$ cat src/include/port_pin_mux_pkg.sv
// Operation
// - direction bit 1 drives pin, 0 inputs
// - per-pin pull-up and open-drain on every port
// - port_b pins: output, input or schmitt input
// - port_a carries irq, counter, tone, serial pins
// - port_b pins are key_scan_in 0 to 7
// - port_c pins are analog_in channels 0 to 3
// - port_d bit 1 alone carries pwm output
// - shared lcd pins: duty picks common or segment
// - stop freezes lcd and port pin outputs
package port_pin_mux_pkg;

   // pin numbering across the flat 24-bit pin vectors
   localparam int          NUM_PINS     = 24;
   localparam int          NUM_SHARED   = 3;
   localparam logic [4:0]  LSB_PORT_A   = 5'h00;
   localparam logic [4:0]  LSB_PORT_B   = 5'h08;
   localparam logic [4:0]  LSB_PORT_C   = 5'h10;
   localparam logic [4:0]  LSB_PORT_D   = 5'h14;
   localparam logic [23:0] MASK_PORT_A  = 24'h0000ff;
   localparam logic [23:0] MASK_PORT_B  = 24'h00ff00;
   localparam logic [23:0] MASK_PORT_C  = 24'h0f0000;
   localparam logic [23:0] MASK_PORT_D  = 24'hf00000;

   // alternate function pin positions
   localparam int PIN_IRQ0  = 0;
   localparam int PIN_IRQ1  = 1;
   localparam int PIN_IRQ2  = 2;
   localparam int PIN_EVENT = 3;
   localparam int PIN_TONE  = 4;
   localparam int PIN_SCLK  = 5;
   localparam int PIN_SDO   = 6;
   localparam int PIN_SDI   = 7;
   localparam int PIN_PWM   = 21;

   // register byte offsets; port block is stride 16, four fields each
   localparam logic [1:0] PORT_A   = 2'h0;
   localparam logic [1:0] PORT_B   = 2'h1;
   localparam logic [1:0] PORT_C   = 2'h2;
   localparam logic [1:0] FLD_DATA = 2'h0;
   localparam logic [1:0] FLD_DIR  = 2'h1;
   localparam logic [1:0] FLD_PULL = 2'h2;
   localparam logic [1:0] FLD_OD   = 2'h3;
   localparam logic [7:0] OFS_SCHMITT          = 8'h40;
   localparam logic [7:0] OFS_ALT_ENABLE       = 8'h44;
   localparam logic [7:0] OFS_LCD_CONTROL_REG  = 8'h48;
   localparam logic [7:0] OFS_STATUS           = 8'h4c;

   // alternate enable register fields
   localparam int ALT_TONE   = 0;
   localparam int ALT_SCLK   = 1;
   localparam int ALT_SDO    = 2;
   localparam int ALT_PWM    = 3;
   localparam int ALT_AN_LSB = 4;

   // status register fields
   localparam int ST_STOP    = 0;
   localparam int ST_COM_LSB = 1;

   // reset values
   localparam logic [23:0] RST_PORT_VEC = 24'h000000;
   localparam logic [7:0]  RST_SCHMITT  = 8'h00;
   localparam logic [7:0]  RST_ALT      = 8'h00;
   localparam logic [1:0]  RST_DUTY     = 2'h3;

   // base bit of a port inside the flat pin vectors
   function automatic logic [4:0] port_lsb(input logic [1:0] p);
      if (p == PORT_A) port_lsb = LSB_PORT_A;
      else if (p == PORT_B) port_lsb = LSB_PORT_B;
      else if (p == PORT_C) port_lsb = LSB_PORT_C;
      else port_lsb = LSB_PORT_D;
   endfunction : port_lsb

   // pins of a port inside the flat pin vectors
   function automatic logic [23:0] port_mask(input logic [1:0] p);
      if (p == PORT_A) port_mask = MASK_PORT_A;
      else if (p == PORT_B) port_mask = MASK_PORT_B;
      else if (p == PORT_C) port_mask = MASK_PORT_C;
      else port_mask = MASK_PORT_D;
   endfunction : port_mask

endpackage : port_pin_mux_pkg

$ cat src/core/pin_cell.sv
`timescale 1ns/10ps
// one general purpose pin: input synchroniser and registered pad drive
module pin_cell (
   // clock and reset
   input  wire logic hclk,
   input  wire logic hresetn,
   // pad side
   input  wire logic pad_in,
   output logic      pad_out,
   output logic      pad_oe,
   output logic      pad_pull,
   output logic      pin_sync,
   // configuration
   input  wire logic latch,
   input  wire logic dir,
   input  wire logic od,
   input  wire logic pull,
   input  wire logic alt_en,
   input  wire logic alt_val,
   input  wire logic alt_oe,
   input  wire logic stop_mode
);

   logic sync1_ff;    // first stage, read only by sync2_ff
   logic sync2_ff;    // settled pin level
   logic out_ff;      // pad output level
   logic oe_ff;       // pad output enable
   logic pull_ff;     // pull-up enable

   // alternate function takes over value and enable when selected
   wire drive_val = alt_en ? alt_val : latch;
   wire drive_en  = alt_en ? alt_oe : dir;
   // open drain only ever pulls low, a one releases the pin
   wire nxt_oe    = drive_en & ~(od & drive_val);
   wire nxt_out   = drive_val & ~od;
   // pull-up only acts while the pad is not driven
   wire nxt_pull  = pull & ~nxt_oe;

   // two stage synchroniser for the asynchronous pad
   always_ff @(posedge hclk or negedge hresetn) begin
      if (!hresetn) begin
         sync1_ff <= 1'b0;
         sync2_ff <= 1'b0;
      end else begin
         sync1_ff <= pad_in;
         sync2_ff <= sync1_ff;
      end
   end

   // pad drive; held in stop so the pin keeps its last state
   always_ff @(posedge hclk or negedge hresetn) begin
      if (!hresetn) begin
         out_ff  <= 1'b0;
         oe_ff   <= 1'b0;
         pull_ff <= 1'b0;
      end else if (!stop_mode) begin
         out_ff  <= nxt_out;
         oe_ff   <= nxt_oe;
         pull_ff <= nxt_pull;
      end
   end

   assign pad_out  = out_ff;
   assign pad_oe   = oe_ff;
   assign pad_pull = pull_ff;
   assign pin_sync = sync2_ff;

endmodule : pin_cell

$ cat src/core/port_pin_mux.sv
`timescale 1ns/10ps
// port and alternate function pin multiplexer with ahb-lite registers
module port_pin_mux
   import port_pin_mux_pkg::*;
(
   // clock and reset
   input  wire logic        hclk,
   input  wire logic        hresetn,
   // ahb-lite slave
   input  wire logic        hsel,
   input  wire logic [31:0] haddr,
   input  wire logic [1:0]  htrans,
   input  wire logic        hwrite,
   input  wire logic [2:0]  hsize,
   input  wire logic [31:0] hwdata,
   input  wire logic        hready,
   output logic             hreadyout,
   output logic             hresp,
   output logic [31:0]      hrdata,
   // general purpose pads, 0-7 port_a, 8-15 port_b, 16-19 port_c,
   // 20-23 port_d
   input  wire logic [23:0] pin_in,
   output logic [23:0]      pin_out,
   output logic [23:0]      pin_oe,
   output logic [23:0]      pin_pull_en,
   output logic [7:0]       schmitt_en,
   output logic [3:0]       analog_in_en,
   // power control
   input  wire logic        stop_mode,
   // peripheral side of the alternate functions
   output logic             ext_irq_in_0,
   output logic             ext_irq_in_1,
   output logic             ext_irq_in_2,
   output logic             event_count_in,
   input  wire logic        tone_out_src,
   input  wire logic        sclk_src,
   input  wire logic        sclk_src_oe,
   output logic             sclk_in,
   input  wire logic        sdo_src,
   output logic             sdi_in,
   output logic [7:0]       key_scan_in,
   input  wire logic        pwm_src,
   // shared lcd pins, index 0..2 = common 1..3 / segment 36..34
   input  wire logic [2:0]  lcd_common_out_src,
   input  wire logic [2:0]  lcd_segment_out_src,
   output logic [2:0]       lcd_shared_out,
   output logic [2:0]       lcd_shared_is_com
);

   // port configuration, flat over all 24 pins
   logic [23:0] data_ff;            // output latches
   logic [23:0] dir_ff;             // 1 = output
   logic [23:0] pull_ff;            // pull-up enables
   logic [23:0] od_ff;              // open-drain enables
   logic [7:0]  schmitt_ff;         // port_b schmitt input select
   logic [7:0]  alt_ff;             // alternate function enables
   logic [1:0]  duty_ff;            // lcd_duty_select field
   logic [2:0]  lcd_out_ff;         // shared lcd pin drive
   logic [2:0]  lcd_com_ff;         // shared pin acts as common

   // bus pipeline
   logic [7:0]  addr_ff;            // data phase byte address
   logic        hi_ok_ff;           // upper address bits were zero
   logic        wr_pend_ff;         // write data phase in progress
   logic        rd_pend_ff;         // read data phase in progress
   logic        hreadyout_ff;
   logic [31:0] hrdata_ff;

   // per pin signals
   logic [23:0] pin_sync;           // synchronised pad levels
   logic [23:0] alt_en;             // pin handed to its peripheral
   logic [23:0] alt_val;            // peripheral drive value
   logic [23:0] alt_oe;             // peripheral drive enable
   logic [31:0] rd_val;             // read mux result

   // address phase taken when selected, non-idle and bus ready
   wire         take     = hsel & htrans[1] & hready;
   wire [1:0]   sel_port = addr_ff[5:4];
   wire [1:0]   sel_fld  = addr_ff[3:2];
   wire         in_ports = hi_ok_ff & (addr_ff[7:6] == 2'h0);
   wire [4:0]   plsb     = port_lsb(sel_port);
   wire [23:0]  pmask    = port_mask(sel_port);
   wire [23:0]  wd_vec   = 24'(hwdata << plsb);

   // write strobes, valid in the write data phase
   wire wr_port  = wr_pend_ff & in_ports;
   wire wr_data  = wr_port & (sel_fld == FLD_DATA);
   wire wr_dir   = wr_port & (sel_fld == FLD_DIR);
   wire wr_pull  = wr_port & (sel_fld == FLD_PULL);
   wire wr_od    = wr_port & (sel_fld == FLD_OD);
   wire wr_other = wr_pend_ff & hi_ok_ff;
   wire wr_sch   = wr_other & (addr_ff == OFS_SCHMITT);
   wire wr_alt   = wr_other & (addr_ff == OFS_ALT_ENABLE);
   wire wr_lcr   = wr_other & (addr_ff == OFS_LCD_CONTROL_REG);

   // a port write replaces only that port's bits
   wire [23:0] nxt_data = (data_ff & ~pmask) | (wd_vec & pmask);
   wire [23:0] nxt_dir  = (dir_ff & ~pmask) | (wd_vec & pmask);
   wire [23:0] nxt_pull = (pull_ff & ~pmask) | (wd_vec & pmask);
   wire [23:0] nxt_od   = (od_ff & ~pmask) | (wd_vec & pmask);

   // analog pins have their digital input ignored
   wire [23:0] an_mask  = 24'({alt_ff[ALT_AN_LSB +: 4], 16'h0000});
   wire [23:0] pin_view = pin_sync & ~an_mask;
   // outputs read back their latch, inputs the pin
   wire [23:0] data_rd  = (dir_ff & data_ff) | (~dir_ff & pin_view);

   // field chosen by the port address
   wire [23:0] fld_vec  = (sel_fld == FLD_DATA) ? data_rd :
                          (sel_fld == FLD_DIR)  ? dir_ff  :
                          (sel_fld == FLD_PULL) ? pull_ff : od_ff;
   wire [31:0] port_rd  = 32'((fld_vec & pmask) >> plsb);

   // a shared lcd pin is a common while the duty needs that common
   wire [2:0] nxt_com;
   genvar s;
   generate
      for (s = 0; s < NUM_SHARED; s++) begin : g_shared
         assign nxt_com[s] = (duty_ff > 2'(s));
      end
   endgenerate
   wire [2:0] nxt_lcd = (nxt_com & lcd_common_out_src) |
                        (~nxt_com & lcd_segment_out_src);

   // read mux, decoded from the registered data phase address
   always_comb begin
      if (!hi_ok_ff) begin
         rd_val = 32'h00000000;
      end else if (in_ports) begin
         rd_val = port_rd;
      end else if (addr_ff == OFS_SCHMITT) begin
         rd_val = {24'h000000, schmitt_ff};
      end else if (addr_ff == OFS_ALT_ENABLE) begin
         rd_val = {24'h000000, alt_ff};
      end else if (addr_ff == OFS_LCD_CONTROL_REG) begin
         rd_val = {30'h00000000, duty_ff};
      end else if (addr_ff == OFS_STATUS) begin
         rd_val = {28'h0000000, lcd_com_ff, stop_mode};
      end else begin
         rd_val = 32'h00000000;                  // unmapped reads zero
      end
   end

   // alternate function routing; pins without one keep plain port use
   always_comb begin
      alt_en  = 24'h000000;
      alt_val = 24'h000000;
      alt_oe  = 24'h000000;
      alt_en[PIN_TONE]  = alt_ff[ALT_TONE];
      alt_val[PIN_TONE] = tone_out_src;
      alt_oe[PIN_TONE]  = 1'b1;
      alt_en[PIN_SCLK]  = alt_ff[ALT_SCLK];
      alt_val[PIN_SCLK] = sclk_src;
      alt_oe[PIN_SCLK]  = sclk_src_oe;
      alt_en[PIN_SDO]   = alt_ff[ALT_SDO];
      alt_val[PIN_SDO]  = sdo_src;
      alt_oe[PIN_SDO]   = 1'b1;
      alt_en[PIN_PWM]   = alt_ff[ALT_PWM];
      alt_val[PIN_PWM]  = pwm_src;
      alt_oe[PIN_PWM]   = 1'b1;
   end

   // address phase capture; reads add one wait state so a write just
   // ahead of them is already visible
   always_ff @(posedge hclk or negedge hresetn) begin
      if (!hresetn) begin
         addr_ff      <= 8'h00;
         hi_ok_ff     <= 1'b0;
         wr_pend_ff   <= 1'b0;
         rd_pend_ff   <= 1'b0;
         hreadyout_ff <= 1'b1;
      end else begin
         if (take) begin
            addr_ff  <= haddr[7:0];
            hi_ok_ff <= (haddr[31:8] == 24'h000000);
         end
         wr_pend_ff   <= take & hwrite;
         rd_pend_ff   <= take & ~hwrite;
         hreadyout_ff <= ~(take & ~hwrite);
      end
   end

   // read data registered at the end of the wait state
   always_ff @(posedge hclk or negedge hresetn) begin
      if (!hresetn) begin
         hrdata_ff <= 32'h00000000;
      end else if (rd_pend_ff) begin
         hrdata_ff <= rd_val;
      end
   end

   // port configuration registers
   always_ff @(posedge hclk or negedge hresetn) begin
      if (!hresetn) begin
         data_ff <= RST_PORT_VEC;
         dir_ff  <= RST_PORT_VEC;               // all pins input
         pull_ff <= RST_PORT_VEC;
         od_ff   <= RST_PORT_VEC;
      end else begin
         if (wr_data) data_ff <= nxt_data;
         if (wr_dir)  dir_ff  <= nxt_dir;
         if (wr_pull) pull_ff <= nxt_pull;
         if (wr_od)   od_ff   <= nxt_od;
      end
   end

   // mode registers; hsize is ignored since only words are used
   always_ff @(posedge hclk or negedge hresetn) begin
      if (!hresetn) begin
         schmitt_ff <= RST_SCHMITT;
         alt_ff     <= RST_ALT;
         duty_ff    <= RST_DUTY;                // commons at reset
      end else begin
         if (wr_sch) schmitt_ff <= hwdata[7:0];
         if (wr_alt) alt_ff     <= hwdata[7:0];
         if (wr_lcr) duty_ff    <= hwdata[1:0];
      end
   end

   // shared lcd pins, frozen in stop like the ports
   always_ff @(posedge hclk or negedge hresetn) begin
      if (!hresetn) begin
         lcd_out_ff <= 3'h0;
         lcd_com_ff <= 3'h7;
      end else if (!stop_mode) begin
         lcd_out_ff <= nxt_lcd;
         lcd_com_ff <= nxt_com;
      end
   end

   // one cell per general purpose pin
   genvar i;
   generate
      for (i = 0; i < NUM_PINS; i++) begin : g_pin
         pin_cell u_cell (
            .hclk      (hclk),
            .hresetn   (hresetn),
            .pad_in    (pin_in[i]),
            .pad_out   (pin_out[i]),
            .pad_oe    (pin_oe[i]),
            .pad_pull  (pin_pull_en[i]),
            .pin_sync  (pin_sync[i]),
            .latch     (data_ff[i]),
            .dir       (dir_ff[i]),
            .od        (od_ff[i]),
            .pull      (pull_ff[i]),
            .alt_en    (alt_en[i]),
            .alt_val   (alt_val[i]),
            .alt_oe    (alt_oe[i]),
            .stop_mode (stop_mode)
         );
      end
   endgenerate

   // peripheral inputs straight from the synchroniser flops
   assign ext_irq_in_0   = pin_sync[PIN_IRQ0];
   assign ext_irq_in_1   = pin_sync[PIN_IRQ1];
   assign ext_irq_in_2   = pin_sync[PIN_IRQ2];
   assign event_count_in = pin_sync[PIN_EVENT];
   assign sclk_in        = pin_sync[PIN_SCLK];
   assign sdi_in         = pin_sync[PIN_SDI];
   assign key_scan_in    = pin_sync[LSB_PORT_B +: 8];
   assign analog_in_en   = alt_ff[ALT_AN_LSB +: 4];
   // schmitt only meaningful on input pins, pad takes the select
   assign schmitt_en     = schmitt_ff;

   // bus and shared lcd outputs
   assign hreadyout         = hreadyout_ff;
   assign hresp             = 1'b0;
   assign hrdata            = hrdata_ff;
   assign lcd_shared_out    = lcd_out_ff;
   assign lcd_shared_is_com = lcd_com_ff;

endmodule : port_pin_mux

$ cat config.mk
export PLATFORM = sky130hd
export DESIGN_NAME = port_pin_mux
export DESIGN_NICKNAME = d
export VERILOG_FILES = /design/src/include/port_pin_mux_pkg.sv /design/src/core/pin_cell.sv /design/src/core/port_pin_mux.sv
export SDC_FILE = /design/constraint.sdc
export NUM_CORES = 1
export LEC_CHECK = 0
export ABC_AREA = 1
export BUFFER_PORTS_ARGS = -buffer_cell sky130_fd_sc_hd__buf_2
export CAP_MARGIN = 10
export CELL_PAD_IN_SITES_DETAIL_PLACEMENT = 0
export CELL_PAD_IN_SITES_GLOBAL_PLACEMENT = 1
export CORE_MARGIN = 1
export CORE_UTILIZATION = 41
export DETAILED_ROUTE_END_ITERATION = 16
export PLACE_DENSITY_LB_ADDON = 0.05
export SLEW_MARGIN = 20
export SYNTH_ARGS = -nofsm -noshare
export SYNTH_HDL_FRONTEND = slang
export SYNTH_HIERARCHICAL = 1
export SYNTH_SLANG_ARGS = --single-unit
$ cat constraint.sdc
create_clock -name hclk -period 1.95 [get_ports hclk]
set_input_delay 0.585 -clock hclk [delete_from_list [all_inputs] [get_ports hclk]]
set_output_delay 0.585 -clock hclk [all_outputs]
set_load 0.01 [all_outputs]
==> impl_results.md <==
- Status: finished clean
- Pleak: 9.37 nW
- Post-Synth Simple-Gate Area: a little under a third
- Synth cell types: 32
- Worst hold path endpoint: g_pin[17].u_cell/sync1_ff$_DFF_PN0_
- CTS root buf: clkbuf_16
- FF-to-FF Start: addr_ff[3]$_DFFE_PN0P_
- Worst skew pair latency: between 0.5 and 0.6 ns
- CP Capture Type: output port
- Main combinational cell family by area after synthesis: simple AND/OR/NAND/NOR gates
- Area contributors post-synth: dfrtp_1, nand2_1, inv_1, o21ai_0, nor2_1
- Avg Inst Size Synth: 7.95 um^2
- Worst setup path category: flip-flop to output port
- Fmax: 0.536 GHz
- # setup viols final: 0
- Area grow syn2layout: 26.5%
- Synth top area share: 50.9%
- Post-DRT Antenna Nets: 0
- Fin nets: 2166
- Buffers and inverters on the worst path: 2
- Hold Startpoint: pin_in[17]
- Flop2flop setup slack: 0.15 ns
- CTS H-tree lvls: 1
- Initial antenna violation count: 1
- Io pins: 248
- Synth Area in Compound Gates: under 10%
- Post-synthesis xor/xnor area fraction: 0%
- Power Dens Cells: 864 nW/um^2
- Final total power: 14.5 mW
- Final Skew: 0.0174 ns
- R2r worst-path depth: 10
- Pin count of the biggest net entering global routing: 56
- Number of synthesis warnings: 6
- Cell taking the most area after synthesis: dfrtp_1
- Min-delay worst type: primary input to flip-flop
- Startpoint Class: flip-flop
- Rows: 65
- Final Cycle Share: 95.6%
- Synthesized-area fraction occupied by adder cells: 0%
- First-pass GRT wire length: 62200 um
- Multiplexer share of the synthesized area: 0%
- Remaining DRCs: 0
- Total global-route track usage: 24.2%
- CP required: 1.36 ns
- Slew @ Worst Pin: 0.528 ns
- Worst hold stages: 1
- Max IR drop VDD: 0.000758 V
- CORE AREA: 31700 um^2
- Tmin final: about 1.9 ns
- CP Data Arrival Time: 1.28 ns
- RSZ-0062 raised after global routing: true
- CTS tree: yes
- Sequential share of the synthesized area: between 50% and 60%
- Crit path max fanout: 3
- Num CTS Buffers: 31
- Most common cell after layout, fill and taps aside: nand2_1
- TritonCTS Sinks: 276
- Clk slew on worst S/H paths: 0.06 ns
- Mapped cell area: between 10000 and 15000 um^2
- Initial Utilization: around two fifths
- Vias/cell: 4.71
- Seq cells post-synth: 276
- Final RePlAce weighted congestion: about 0.89
- Chip Height: 182 um
- CP Cell Sequence: buf_4 > buf_2
- Die W: 182 um
- Slew Viols, Final: 0
- Vias in the first global route: 11100
- Most frequent cells in the layout: nand2_1, dfrtp_1, buf_2
- Rel. slew slack: between 60 and 70%
- Mapped Cells: between 1500 and 2000
- Hold_ws: roughly 0.12 ns
- Slowest cell delay on critical path: 0.41 ns
- Vias: between 10000 and 15000
- Total grt overflow: 0
- Starting DRT DRC Count: between 700 and 800
- DP Wirelength: approximately 30000 um
- Layout cells sized above 1: 23.6%
- Cell family with most CP delay: flip-flops
- Slowest CP cell: dfrtp_1
- CTS max path bufs: 3
- Hold Vio Cnt, Final: 0
- Total wire length: 39200 um
- DR pass1 iterations: 6
- Die Area: 33100 um^2
- Total negative setup slack: 0 ns
- Routed len/inst: 15.8 um
- Buffers on Ports: 226
- Maxcap violations: 0
where the power goes:
part / total [mW] / internal, mW / switching, mW
clock network: 6.14 / 3.75 / 2.40
registers: 6.12 / 5.96 / 0.163
logic: 2.24 / 0.776 / 1.47
total: 14.5 / 10.5 / 4.03
timing repair:
item                                    in CTS  in global routing
endpoints found under the hold margin       38                  0
endpoints found under the setup margin       0                 11
gates resized for setup                      0                  5
hold buffers                                 1                  0
setup buffers                                0                  1
worst max path at each step:
stage	start	to	slack (ns)	cells after the start
4_1_cts	alt_ff[4]$_DFFE_PN0P_	analog_in_en[0]	0.07	2
3_3_place_gp	addr_ff[5]$_DFFE_PN0P_	flip-flop	0.16	6
6_report	alt_ff[4]$_DFFE_PN0P_	analog_in_en[0]	0.08	2
5_1_grt	addr_ff[5]$_DFFE_PN0P_	flip-flop	-0.003	7
2_1_floorplan	addr_ff[6]$_DFFE_PN0P_	flip-flop	0.31	9
3_5_place_dp	addr_ff[5]$_DFFE_PN0P_	flip-flop	0.11	6
stage by stage:
stage / instances / worst slack, ns / util, % / cell area (um^2)
3_3_place_gp: 2423 / 0.162 / 49.4 / 15700
2_1_floorplan: 1780 / 0.312 / - / 13700
6_report: 2483 / 0.0848 / 53.0 / 16800
4_1_cts: 2481 / 0.0682 / 52.9 / 16800
3_5_place_dp: 2423 / 0.110 / 49.4 / 15700
5_1_grt: 2483 / -0.00340 / 53.0 / 16800
kinds of logic (layout without fill, tap and decap cells):
kind of cell,Yosys count,after routing
compound gates,200,200
buf+inv,271,571
flops,276,276
other cells,2,113
simple gates,921,921
layer usage:
metal	part of all wire [%]	routed length (um)	up-vias	global-route usage (%)
met5	0	0	-	0
met4	2.3	919	0	5.75
met3	5.9	2330	63	4.03
met2	44	17400	354	38.7
met1	47	18500	5387	34.4
li1	-	-	5880	-
cells in the mapped netlist:
cell type and instances:
a21oi_1 18, o21ai_0 124, nor4_1 6, nand3_2 24, inv_1 183, buf_1 1, nor2_8 2, nor3_4 1
nand2_4 2, o221ai_1 3, nand4_1 4, nor2_2 7, o211ai_1 16, nand2_2 27, clkbuf_1 17, nor2_1 116
nand2_1 610, nor3b_1 1, a31oi_1 4, buf_6 4, inv_2 33, dfstp_2 6, nand3_1 83, nor2_4 8
buf_4 23, o21ai_1 3, nand3b_1 30, o21ai_2 24, buf_2 10, dfrtp_1 270, conb_1 2, o22ai_1 8
area by class of cell:
class / count / area [um^2]
clock inverters: 20 / 240
clock buffers: 37 / 848
flip-flops and latches: 276 / 6920
fillers: 3154 / 14900
well taps: 402 / 503
repair buffers: 298 / 1840
diodes: 1 / 2.50
inverters: 216 / 815
multi-input cells: 1233 / 5640
(Power assumes the default switching activity.)
